<file path="config.mk">
export PLATFORM = sky130hd
export DESIGN_NAME = cpusr_supervisor
export DESIGN_NICKNAME = d
export VERILOG_FILES = /design/src/design/cpusr_pkg.sv /design/src/design/cpusr_tick_if.sv /design/src/design/cpusr_supervisor.sv /design/src/design/cpusr_tick_div.sv
export SDC_FILE = /design/constraint.sdc
export NUM_CORES = 1
export LEC_CHECK = 0
export ABC_AREA = 1
export BUFFER_PORTS_ARGS = -buffer_cell sky130_fd_sc_hd__buf_4
export CORE_MARGIN = 8
export CORE_UTILIZATION = 50
export CTS_CLUSTER_DIAMETER = 150
export CTS_CLUSTER_SIZE = 14
export DETAILED_ROUTE_END_ITERATION = 10
export MAX_ROUTING_LAYER = met4
export PLACE_DENSITY = 0.78
export SLEW_MARGIN = 40
export SYNTH_ARGS = -nofsm -noshare
export SYNTH_HDL_FRONTEND = slang
export SYNTH_SLANG_ARGS = --single-unit
</file>
<file path="constraint.sdc">
create_clock -name mclk -period 2 [get_ports mclk]
set_input_delay 0.6 -clock mclk [delete_from_list [all_inputs] [get_ports mclk]]
set_output_delay 0.6 -clock mclk [all_outputs]
set_load 0.05 [all_outputs]
</file>
<file path="src/design/cpusr_pkg.sv">
/*
 * Constants for the processor supervisor reset block: timebase, reset hold,
 * debounce and watchdog figures.
 * Assumes a single 100 MHz clock; all slower rates are enable pulses.
 */
package cpusr_pkg;
    // ************************************************************
    // Clock and timebase
    // ************************************************************
    localparam int unsigned CLK_HZ        = 100_000_000;
    localparam int unsigned TICK_HZ       = 32_768;
    // Timebase divider: longest period that does not exceed the tick
    localparam int unsigned TICK_DIV      = CLK_HZ / TICK_HZ;
    localparam int unsigned TICK_W        = 12;

    // ************************************************************
    // Reset timing, in timebase ticks
    // ************************************************************
    localparam int unsigned RST_HOLD_MS   = 250;
    // Least time: round up to whole ticks
    localparam int unsigned RST_HOLD_TK   = (RST_HOLD_MS * TICK_HZ + 999) / 1000;
    localparam int unsigned DEB_MS        = 10;
    localparam int unsigned DEB_TK        = (DEB_MS * TICK_HZ + 999) / 1000;
    localparam int unsigned WDT_MS        = 1600;
    localparam int unsigned WDT_TK        = (WDT_MS * TICK_HZ + 999) / 1000;
    localparam int unsigned CNT_W         = 20;

    // ************************************************************
    // States
    // ************************************************************
    typedef enum logic [1:0] {
        CPUSR_RUN,
        CPUSR_HOLD,
        CPUSR_RELEASE
    } cpusr_state_t;
endpackage : cpusr_pkg

</file>
<file path="src/design/cpusr_tick_if.sv">
/*
 * Carrier for the timebase enable pulse between the divider and the core.
 * Assumes both ends share mclk.
 */
`timescale 1ns/1ps
interface cpusr_tick_if;
    logic tick;
    modport src (output tick);
    modport dst (input  tick);
endinterface : cpusr_tick_if

</file>
<file path="src/design/cpusr_supervisor.sv">
/*
 * Processor supervisor reset: supply fail, pushbutton / shared reset pin and
 * watchdog drive one open-drain active-low reset pin.
 * Assumes inputs synchronous to mclk; the pin wire level is resolved outside
 * with a pull-up, and rst_pin_level reads that resolved level.
 * Limitation: a pin held low past a whole reset is taken as a fresh press,
 * so a stuck button resets the host again after every debounce time.
 */
// Operation
// RULE1 - Supply fault holds the reset output active for as long as it lasts.
// RULE2 - After supply recovers, reset stays active another 250 ms.
// RULE3 - Debounced pushbutton press gives a reset pulse of at least 250 ms.
// RULE4 - Watchdog expiry without a strobe forces reset active.
// RULE5 - Host must pull the strobe low before each watchdog timeout.
// RULE6 - Reset pin is open-drain; external low counts as a pushbutton press.
// RULE7 - Watchdog length is a parameter; each strobe falling edge restarts it.
`timescale 1ns/1ps
module cpusr_supervisor #(
    parameter logic [19:0] WDT_TICKS = 20'(cpusr_pkg::WDT_TK),
    parameter logic [19:0] HOLD_TICKS = 20'(cpusr_pkg::RST_HOLD_TK),
    parameter logic [19:0] DEB_TICKS = 20'(cpusr_pkg::DEB_TK)
) (
    input  wire logic mclk,
    input  wire logic rst_n,
    input  wire logic supply_fail,
    input  wire logic wdt_strobe,
    input  wire logic rst_pin_level,
    output      logic rst_pin_data,
    output      logic rst_pin_oe,
    output      logic reset_active
);
    cpusr_tick_if tk ();

    cpusr_tick_div u_div (
        .mclk  (mclk),
        .rst_n (rst_n),
        .tk    (tk)
    );

    // ************************************************************
    // State and event nets
    // ************************************************************
    logic [cpusr_pkg::CNT_W-1:0] hold_ff;
    logic [cpusr_pkg::CNT_W-1:0] nxt_hold;
    logic [cpusr_pkg::CNT_W-1:0] deb_ff;
    logic [cpusr_pkg::CNT_W-1:0] nxt_deb;
    logic [cpusr_pkg::CNT_W-1:0] wdt_ff;
    logic [cpusr_pkg::CNT_W-1:0] nxt_wdt;
    cpusr_pkg::cpusr_state_t     state_ff;
    cpusr_pkg::cpusr_state_t     nxt_state;
    logic                        strobe_ff;
    logic                        nxt_strobe;
    logic                        drive_ff;
    logic                        nxt_drive;
    logic                        press;
    logic                        wdt_expire;
    logic                        strobe_fall;
    logic                        ext_low;
    logic                        deb_done;
    logic                        wdt_done;
    logic                        hold_done;

    // ************************************************************
    // Helpers
    // ************************************************************
    // Counters saturate at their limit; >= keeps a count that sits at or
    // past the limit finished, so no count can wrap and fire twice
    function automatic logic cpusr_reached(
        input logic [cpusr_pkg::CNT_W-1:0] cnt,
        input logic [cpusr_pkg::CNT_W-1:0] lim
    );
        return cnt >= lim;
    endfunction : cpusr_reached

    // ************************************************************
    // Event detection
    // ************************************************************
    // Our own drive also pulls the pin low; only a low we are not making counts
    assign ext_low     = !rst_pin_level && !drive_ff;                  // RULE6
    assign strobe_fall = strobe_ff && !wdt_strobe;                     // RULE7
    // Terminal counts, shared by the counters and the sequencer
    assign deb_done    = cpusr_reached(deb_ff, DEB_TICKS);
    assign wdt_done    = cpusr_reached(wdt_ff, WDT_TICKS);
    assign hold_done   = cpusr_reached(hold_ff, HOLD_TICKS);
    assign press       = ext_low && deb_done;                          // RULE3
    assign wdt_expire  = (state_ff == cpusr_pkg::CPUSR_RUN) && wdt_done; // RULE4

    // ************************************************************
    // Strobe edge
    // ************************************************************
    // Last strobe level; resets high, the idle level, so no false edge follows
    always_comb begin
        nxt_strobe = wdt_strobe;
    end

    always_ff @(posedge mclk) begin
        if (!rst_n) begin
            strobe_ff <= 1'b1;
        end else begin
            strobe_ff <= nxt_strobe;
        end
    end

    // ************************************************************
    // Debounce counter
    // ************************************************************
    // Counts ticks of continuous external low; any bounce restarts it.
    // Tick granularity means a press is accepted one tick early at worst.
    always_comb begin
        nxt_deb = deb_ff;
        if (!ext_low) begin
            nxt_deb = '0;                                              // RULE3
        end else if (tk.tick && !deb_done) begin
            nxt_deb = deb_ff + 20'h00001;
        end
    end

    always_ff @(posedge mclk) begin
        if (!rst_n) begin
            deb_ff <= '0;
        end else begin
            deb_ff <= nxt_deb;
        end
    end

    // ************************************************************
    // Watchdog counter
    // ************************************************************
    // Idles during reset so the host gets a full period afterwards
    always_comb begin
        nxt_wdt = wdt_ff;
        if (state_ff != cpusr_pkg::CPUSR_RUN || strobe_fall) begin
            nxt_wdt = '0;                                              // RULE7
        end else if (tk.tick && !wdt_done) begin
            nxt_wdt = wdt_ff + 20'h00001;                              // RULE4
        end
    end

    always_ff @(posedge mclk) begin
        if (!rst_n) begin
            wdt_ff <= '0;
        end else begin
            wdt_ff <= nxt_wdt;
        end
    end

    // ************************************************************
    // Reset sequencer
    // ************************************************************
    // HOLD: supply fault present; RELEASE: timed 250 ms hold before letting go.
    // Supply fault wins over every other cause, even mid-hold, and sends
    // the sequencer back to HOLD so the full hold restarts on recovery.
    // Press and watchdog only start a reset from RUN; during a reset they
    // add nothing, since the pin is already low.
    always_comb begin
        nxt_state = state_ff;
        nxt_hold  = hold_ff;
        nxt_drive = drive_ff;
        unique case (state_ff)
            cpusr_pkg::CPUSR_RUN: begin
                nxt_drive = 1'b0;
                if (supply_fail) begin
                    nxt_state = cpusr_pkg::CPUSR_HOLD;                 // RULE1
                    nxt_drive = 1'b1;
                end else if (press || wdt_expire) begin
                    nxt_state = cpusr_pkg::CPUSR_RELEASE;              // RULE3 RULE4
                    nxt_hold  = '0;
                    nxt_drive = 1'b1;
                end
            end
            cpusr_pkg::CPUSR_HOLD: begin
                nxt_drive = 1'b1;                                      // RULE1
                if (!supply_fail) begin
                    nxt_state = cpusr_pkg::CPUSR_RELEASE;              // RULE2
                    nxt_hold  = '0;
                end
            end
            cpusr_pkg::CPUSR_RELEASE: begin
                nxt_drive = 1'b1;
                if (supply_fail) begin
                    nxt_state = cpusr_pkg::CPUSR_HOLD;                 // RULE1
                end else if (hold_done) begin
                    nxt_state = cpusr_pkg::CPUSR_RUN;                  // RULE2
                    nxt_drive = 1'b0;
                end else if (tk.tick) begin
                    nxt_hold = hold_ff + 20'h00001;
                end
            end
        endcase
    end

    // Power-on is treated like a supply recovery: full hold after release
    always_ff @(posedge mclk) begin
        if (!rst_n) begin
            state_ff <= cpusr_pkg::CPUSR_RELEASE;
            hold_ff  <= '0;
            drive_ff <= 1'b1;
        end else begin
            state_ff <= nxt_state;
            hold_ff  <= nxt_hold;
            drive_ff <= nxt_drive;
        end
    end

    // ************************************************************
    // Open-drain pin
    // ************************************************************
    // Data is a constant low: the pin is only ever pulled down, the pull-up
    // outside gives the high level, so other parties can share the wire
    assign rst_pin_data = 1'b0;                                        // RULE6
    assign rst_pin_oe   = drive_ff;                                    // RULE6
    assign reset_active = drive_ff;
endmodule : cpusr_supervisor

</file>
<file path="src/design/cpusr_tick_div.sv">
/*
 * Divider that makes a one-cycle enable at the slow supervisor timebase.
 * Assumes mclk at the package rate and a synchronous active-low reset.
 */
`timescale 1ns/1ps
module cpusr_tick_div (
    input  wire logic   mclk,
    input  wire logic   rst_n,
    cpusr_tick_if.src   tk
);
    logic [cpusr_pkg::TICK_W-1:0] div_ff;
    logic [cpusr_pkg::TICK_W-1:0] nxt_div;
    logic                         tick_ff;
    logic                         nxt_tick;

    // ************************************************************
    // Divider
    // ************************************************************
    // Wrap and pulse once per timebase period
    always_comb begin
        nxt_tick = 1'b0;
        nxt_div  = div_ff + 12'h001;
        if (div_ff == cpusr_pkg::TICK_W'(cpusr_pkg::TICK_DIV - 1)) begin
            nxt_div  = '0;
            nxt_tick = 1'b1;
        end
    end

    always_ff @(posedge mclk) begin
        if (!rst_n) begin
            div_ff  <= '0;
            tick_ff <= 1'b0;
        end else begin
            div_ff  <= nxt_div;
            tick_ff <= nxt_tick;
        end
    end

    assign tk.tick = tick_ff;
endmodule : cpusr_tick_div

</file>
# Yosys cells after proc, flatten, opt, wreduce, memory -nomap -nowiden
# Cells that the tools add are included.
[totals] ff_bits=77 input_bits=5 out_inout_bits=3 wordCells=66
[classes] addsub=4 order_cmp=3 n_eq_ne=11 mux=19 bitwise_logic=1 reduce_logical=20
[ops] op="2-to-1 mux 20 bit" n=6
[ops] op="adder 20 x 1 -> 20 bit (second input constant)" n=3
[ops] op="case mux 20 bit (3 select lines)" n=1
[ops] op=">= comparator 20 x 14 -> 1 bit (second input constant)" n=1
[ops] op=">= comparator 20 x 16 -> 1 bit (second input constant)" n=1
[ops] op=">= comparator 20 x 9 -> 1 bit (second input constant)" n=1
[ops] op="adder 12 x 1 -> 12 bit (second input constant)" n=1
[ops] op="equality test 12 bit (second input constant)" n=1
[ops] op="2-to-1 mux 2 bit" n=5
[ops] op="!= test 2 bit (second input constant)" n=4
[ops] op="logical AND 1 bit" n=6
[ops] op="case mux 2 bit (3 select lines)" n=1
[ops] op="AND reduction 6 bit" n=1
[ops] op="zero test 1 bit" n=5
[ops] op="2-to-1 mux 1 bit" n=5
[ops] op="!= test 2 x 1 -> 1 bit (second input constant)" n=2
[ops] op="OR reduction 2 bit" n=2
[ops] op="!= test 3 x 2 -> 1 bit (second input constant)" n=1
[ops] op="!= test 3 bit (second input constant)" n=1
[ops] op="case mux 1 bit (3 select lines)" n=1
[ops] op="AND reduction 3 bit" n=1
[ops] op="equality test 2 x 1 -> 1 bit (second input constant)" n=1
[ops] op="equality test 2 bit (second input constant)" n=1
[ops] op="zero test 2 bit" n=1
[ops] op="other kinds (4)" n=5

# Longest topological paths before layout
# Gate-level depths: netlist of the first run.
[logic_depth] word_depth=7 mapped_depth=13 mapped_depth_nobuf=13

# Modules after synthesis
# From an unflattened synthesis of the first run, not the netlist that was laid out.
[hier_totals] hier_cells=551 hier_area_um2=3882.5
[modules_own_cells] module="cpusr_supervisor" instances=1 cells_each=468 area_per_inst_um2=3261.9
[modules_own_cells] module="cpusr_tick_div" instances=1 cells_each=83 area_per_inst_um2=620.6

# Worst setup path before layout of the first run
# No wires, ideal clock.
[synth_path] path_kind="register -> register" startpoint="register wdt_ff[0] (netlist bit)" endpoint="register hold_ff[0] (netlist bit)" arrival_ns=1.491 path_slack_ns=0.395 path_stages_with_launch=12 n_path_buf=1 path_cell_list="dfxtp_1 > inv_1 > ha_1 > inv_1 > o21ai_0 > nor2_1 > a21oi_4 > nand4_4 > nand3_2 > buf_6 > a21oi_1 > nor2_1"
[synth_between] elab_chain_len=5
[synth_lines] element="start, declared" line_no="cpusr_supervisor.sv:47" text="logic [cpusr_pkg::CNT_W-1:0] wdt_ff;"
[synth_lines] element="start signal, assigned" line_no="cpusr_supervisor.sv:143" text="wdt_ff <= nxt_wdt;"
[synth_lines] element=">= comparator 20 x 16 -> 1 bit" line_no="cpusr_supervisor.sv:72" text="return cnt >= lim;"
[synth_lines] element="logical AND 1 bit" line_no="cpusr_supervisor.sv:86" text="assign wdt_expire = (state_ff == cpusr_pkg::CPUSR_RUN) && wdt_done;"
[synth_lines] element="logical OR 1 bit" line_no="cpusr_supervisor.sv:165" text="end else if (press || wdt_expire) begin"
[synth_lines] element="!= test 2 x 1 -> 1 bit (no line)"
[synth_lines] element="AND reduction 6 bit (no line)"
[synth_lines] element="end signal, assigned" line_no="cpusr_supervisor.sv:200" text="hold_ff <= nxt_hold;"
[synth_lines] element="end, declared" line_no="cpusr_supervisor.sv:43" text="logic [cpusr_pkg::CNT_W-1:0] hold_ff;"
# Every way passes these cells.
# A chain may end at the register's enable or synchronous reset.

# Worst setup path in the final report of the first run
[layout_path] startpoint="register wdt_ff[0] (netlist bit)" endpoint="register wdt_ff[10] (netlist bit)"
[layout_between] elab_chain_len=3 elab_cells_between_ends=4 cone_classes="add/sub (1); order compare (1); reduce/logical (2)"
[layout_lines] element=">= comparator 20 x 16 -> 1 bit" line_no="cpusr_supervisor.sv:72"
[layout_lines] element="zero test 1 bit" line_no="cpusr_supervisor.sv:134" text="end else if (tk.tick && !wdt_done) begin"
[layout_lines] element="logical AND 1 bit" line_no="cpusr_supervisor.sv:134"
# Parallel ways exist; a longest one is shown, timed or not.

==> flow_summary.ini, run 1 <==
[cts]
worst_setup_hold_path_clk_slew_ps = 80
clock_tree.buffer_depth = 2
cts_htree_levels = 3
cts_root_buf = clkbuf_8
number_of_buffers_created_by_cts = 9
cts.sinks = 77
worst_skew_pair.late_latency_ps = 350
tritoncts = done

[place]
dp.final_hpwl_mm = 5.28
routabilityCongestion = 0.889
port_buffers = 6
pre_cts_slack_ps = 52.8

[sta]
finalHoldViolCount = 0
finalSetupViolCount = 0
clk_skew_ps = 4.83
tmin_final_ps = 1810
final.hold.worst_slack_ps = 432
setup_repair_after_global_routing_missed_its_margin = no
setup_tns_ps = 0
maxSlewViolCount = 0
fmax_mhz = 554
post-route-period-util_pct = 90.3
postLayoutSetupSlackWorst_ps = 195

[logic_synthesis]
synth_seq_cells = 77
synth_mux_area_share_pct = 0
yosys.area_share.adder_pct = 3.97
yosys.area_share.simple_pct = 34.9
synth_largest_type_area_fraction_pct = 40.8
number_of_enable_flip_flop_cells_after_synthesis = 0
synth_xor_xnor_area_share_pct = 3.94
synthArstFlopShare_pct = 0
yosysMostFrequentCell = nand2_1
synth_cell_types = 31
synth_seq_area_share_pct = 40.8
synth_top_cells_by_count = nand2_1, nor2_1, dfxtp_1
synth_area_sq_mm = 0.00378
syn_inst = 538
post_synth_main_area_contributors = dfxtp_1, nand2_1, nor2_1, inv_1, a21oi_1
synth_ff_type = dfxtp_1
synth-warning-count = 0
synth_area_leader_cell = dfxtp_1
avgSynthCellArea_sq_um = 7.03
postSynthNetCount = 555
synth_top_family_by_area = simple AND/OR/NAND/NOR gates
synth_compound_gate_area_share_pct = 6.85

[floorplanning]
starting_density_of_the_core_pct = 51.8
die_area_sq_mm = 0.0106
std_cell_rows = 31
ioPinCount = 8
die_width_um = 103
core_region_area_sq_mm = 0.00729
die_h_um = 103

[routing]
wirelength_per_cell_um = 11.4
drt_pass1_iterations = 5
num_vias = 3309
total_drc_errors_in_the_routed_layout = 0
drt_iter0_drc = 126
totalWireLength_mm = 7.46
detail_route.vias_per_cell = 5.07
antenna_violation_net_count_after_detailed_routing = 0

[final_layout]
design.final.nets = 566
fillCellCount = 686
post_route_cells_drive_above_1_share_pct = 7.58
antennaDiodeCount = 0
area_growth_from_synthesis_to_final_layout_pct = 11.1

[worst_hold_path]
min-delay-path-class = register to register

[setup_path]
critPathKind = register to register
timing.critical_path.required_ps = 2250
critical_path_peak_fanout = 9
critical_path_arrival_ps = 2050
crit_path_start_kind = register
end_kind = register

[pwr]
p_leak_nw = 1.53
vdd_ir_drop_max_v = 0.000506
power_density_mw_per_mm2 = 805

[grt]
first_global_vias = 3188
pin_count_of_the_biggest_net_entering_global_routing = 21
grt_overflow_total = 0
gr_util_all_layers_pct = 15.8
antenna_violations_before_repair = 0
global_route_wire_length_before_repair_mm = 13.1

[run_status]
run_status = complete, no violations

[job]
max_cap_violations = 0
-- cells in the final DEF (no fill, tap or decap), types with 2 or more instances in the layout --
cell type,Yosys,final
inv_2,3,2
xnor2_1,4,4
nor3b_1,5,5
inv_1,65,65
buf_4,5,16
dfxtp_1,77,77
a21oi_1,37,37
nand2_1,118,118
a31oi_1,2,2
o21ai_0,5,5
nor3_1,19,19
nor2_1,90,90
xor2_1,13,13
ha_1,12,12
bufinv_16,0,4
nand3_1,26,26
nand4_1,26,26
clkbuf_8,0,9
nor4_1,6,6
nand3_2,3,2
nand2_2,2,2
-- layout make-up --
class                           instances  area [sq um]  share of cell area [%]
Clock buffer                           10           128                    3.04
Timing Repair Buffer                   16           120                    2.86
Sequential cell                        77          1540                    36.7
Inverter                               69           262                    6.23
Tap cell                               99           124                    2.95
Multi-Input combinational cell        376          1890                    45.0
Clock inverter                          6           134                    3.19
-- what timing repair did --
item | CTS | global route
hold buffers | 0 | 0
setup endpoints to repair | 0 | 18
gates resized for setup | 0 | 2
setup buffers | 0 | 0
-- power breakdown --
| group | switching [mW] | internal, mW |
|---|---|---|
| Clock | 0.572 | 0.958 |
| Sequential | 0.0172 | 1.55 |
| Combinational | 0.198 | 0.0815 |
-- worst max-delay path: stages (launching register included) --
cell     delay [ps]
dfxtp_1         350
inv_1           130
ha_1            160
inv_1            30
o21ai_0         130
nor2_1           90
a21oi_4         180
nand3_2         120
inv_4           120
nand2_1          90
nor2_1          140
nand2_1          70
nand2_1          50
nor2_1           40
-- stage by stage --
stage               power, mW  util [%]  cells  area (sq um)
floorplan                1.82         -    538          3780
global placement         1.87      53.8    637          3930
detailed placement       1.88      53.8    637          3930
global route             3.51      57.6    653          4200
finish                   3.38      57.6    653          4200
CTS                      3.41      57.4    653          4190
-- per-layer routing --
layer	global-route usage, %	share of wire, %	up-vias
met5	-	0	-
met4	4.45	1.1	0
met3	4.93	3.7	9
met2	28.0	50	47
met1	16.6	46	1513
li1	-	-	1740
-- registers in the layout, indices dropped and copies added (netlist names) --
register and cells:
deb_ff 20, hold_ff 20, wdt_ff 20, u_div.div_ff 12, state_ff 2, reset_active 1
strobe_ff 1, u_div.tk.tick 1
-- kinds of logic (layout without fill, tap and decap cells) --
family / after synthesis / in the layout
flip-flops: 77 / 77
XOR/XNOR: 17 / 17
buffers and inverters: 85 / 101
AO/OA/AOI/OAI: 48 / 48
adder cells (fa/ha/maj): 12 / 12
other: 1 / 1
AND/OR/NAND/NOR: 298 / 298
-- path summary, 6_finish.rpt --
path | from | to | slack, ps | cells after the start
hold / removal | deb_ff[18] | deb_ff[18] | 430 | 2
setup reg to reg | wdt_ff[0] | wdt_ff[10] | 190 | 13
setup / recovery | wdt_ff[0] | wdt_ff[10] | 190 | 13
hold reg to reg | deb_ff[18] | deb_ff[18] | 430 | 2
No activity file was read; power rests on OpenSTA's default activity.
==> run 2, diff against run 1 <==
CORE_UTILIZATION = 62   (was 50)
PLACE_DENSITY = 0.91   (was 0.78)
==> run 2 against run 1 <==
Count of clock-buffer cells in the layout stayed put; clock skew increased by 2.2 ps; largest cell class unchanged; worst setup slack worse by 51 ps; register-to-register slack worse by 50 ps; critical path type unchanged; critical path depth decreased by 2.
==> flow_summary.ini, run 2 (same netlist as run 1, synthesis figures left out) <==
[setup_path]
critical_path_arrival_ps = 2090
crit_path_start_kind = register
end_kind = register
timing.critical_path.required_ps = 2230
timing.reg2reg.setup_slack_ps = 140
worst_setup_path_startpoint = wdt_ff[0]
critical_path_peak_fanout = 8
source_of_the_worst_register_to_register_timing_path = wdt_ff[0]
critPathKind = register to register

[final_layout]
mostFrequentLayoutCell = nand2_1
layout.cell_area.non_filler_sq_mm = 0.00412
post_route_cells_drive_above_1_share_pct = 7.96
layout.cells.non_filler = 628
layout_common_cells = nand2_1, nor2_1, dfxtp_1
antennaDiodeCount = 0
multi_input_comb_area_sq_mm = 0.00189
area.sequential_sq_mm = 0.00154
area_growth_from_synthesis_to_final_layout_pct = 8.90
layout_top_registers = deb_ff (20), hold_ff (20), wdt_ff (20)
fillCellCount = 457
design.final.nets = 565

[floorplanning]
die_h_um = 94.1
core_region_area_sq_mm = 0.00592
die_width_um = 94.1
std_cell_rows = 28
ioPinCount = 8
starting_density_of_the_core_pct = 63.8
die_area_sq_mm = 0.00885

[sta]
clk_skew_ps = 6.99
final.hold.worst_slack_ps = 430
tmin_final_ps = 1860
timing_worst_slew_pin_value_ps = 499
setup_repair_after_global_routing_missed_its_margin = no
maxSlewViolCount = 0
finalSetupViolCount = 0
post-route-period-util_pct = 92.8
fmax_mhz = 539
setup_tns_ps = 0
finalHoldViolCount = 0
timing.max_slew.rel_slack_pct = 66.4

[pwr]
power.switching_fraction_pct = 25.5
total_internal_power_mw = 2.34
p_switching_mw = 0.801
vdd_ir_drop_max_v = 0.000675
comb_power_share_pct = 9.1
p_leak_nw = 1.51
seq_power_share_pct = 50.0
power_share_of_the_clock_group_pct = 40.9
power_density_mw_per_mm2 = 763

[worst_hold_path]
worst_hold_startpoint = wdt_strobe
min-delay-path-class = input port to register

[run_status]
run_status = complete, no violations

[place]
port_buffers = 6
routabilityCongestion = 0.937
dpl-instance-area_sq_mm = 0.00389
dp.final_hpwl_mm = 5.45
dpl.cell_count = 612

[routing]
num_vias = 3414
drt_iter0_drc = 175
antenna_violation_net_count_after_detailed_routing = 0
totalWireLength_mm = 7.89
detail_route.vias_per_cell = 5.44
drt_pass1_iterations = 5
wirelength_per_cell_um = 12.6
total_drc_errors_in_the_routed_layout = 0

[cts]
cts.sinks = 77
cts_root_buf = clkbuf_8
cts_htree_levels = 3
worst_skew_pair.late_latency_ps = 360
cts_hold_buffers = 0
tritoncts = done
clock_tree.buffer_depth = 2
number_of_buffers_created_by_cts = 9
postCtsResizedCells = 0
post-cts-setup-buffer-count = 0
worst_setup_hold_path_clk_slew_ps = 70

[job]
max_cap_violations = 0

[grt]
antenna_violations_before_repair = 0
gr_util_all_layers_pct = 19.2
first_global_vias = 3234
global_route_wire_length_before_repair_mm = 13.4
pin_count_of_the_biggest_net_entering_global_routing = 21
grt_overflow_total = 0
run 2: cell types whose count changed in the layout (fill, tap and decap cells not counted):
cell / previous run / this run
clkinv_2: 1 / 2
bufinv_16: 4 / 2
inv_2: 2 / 4
buf_4: 16 / 15
inv_6: 1 / 0
clkinv_4: 0 / 2
nor2_1: 90 / 89
nor2_2: 1 / 2
inv_1: 65 / 63
run 2: routing by layer:
| layer | GRT usage, % | share of wire, % | vias to the layer above |
|---|---|---|---|
| met5 | - | 0 | - |
| met1 | 20.3 | 43 | 1551 |
| met2 | 32.7 | 50 | 106 |
| li1 | - | - | 1739 |
| met3 | 5.44 | 6.2 | 18 |
| met4 | 8.32 | 1.5 | 0 |
run 2: final timing paths:
| path | cells after the start | endpoint |
|---|---|---|
| max | 11 | wdt_ff[3] |
| min | 3 | strobe_ff |
| max reg2reg | 11 | wdt_ff[3] |
| min reg2reg | 2 | deb_ff[12] |
run 2: final cells by class:
type	instances	area share, %
clock buffers	10	3.10
clock inverters	6	2.13
inverters	69	6.35
multi-input cells	376	46.0
flip-flops and latches	77	37.4
well taps	75	2.28
repair buffers	15	2.74
run 2: power groups by stage:
stage / clock (mW) / sequential, mW / combinational [mW]
after CTS: 1.29 / 1.57 / 0.277
final: 1.28 / 1.57 / 0.286
after global placement: 0 / 1.60 / 0.261
after detailed placement: 0 / 1.61 / 0.272
after global routing: 1.37 / 1.57 / 0.315
after floorplan: 0 / 1.61 / 0.216
run 2: per-stage QoR:
stage / power [mW] / setup WS, ps / utilization [%]
after CTS: 3.14 / 33.8 / 69.3
after global routing: 3.26 / 17.2 / 69.5
final: 3.14 / 143 / 69.5
after global placement: 1.87 / 147 / 65.7
after floorplan: 1.82 / 395 / -
after detailed placement: 1.88 / 36.8 / 65.7
run 2: critical path, cell delays in order, from the launching register on:
cell	delay [ps]
dfxtp_1	360
inv_2	90
ha_1	150
inv_1	30
o21ai_0	130
nor2_1	90
a21oi_4	180
nand3_2	130
inv_4	120
nand2_1	100
o21ai_0	270
a21oi_1	80
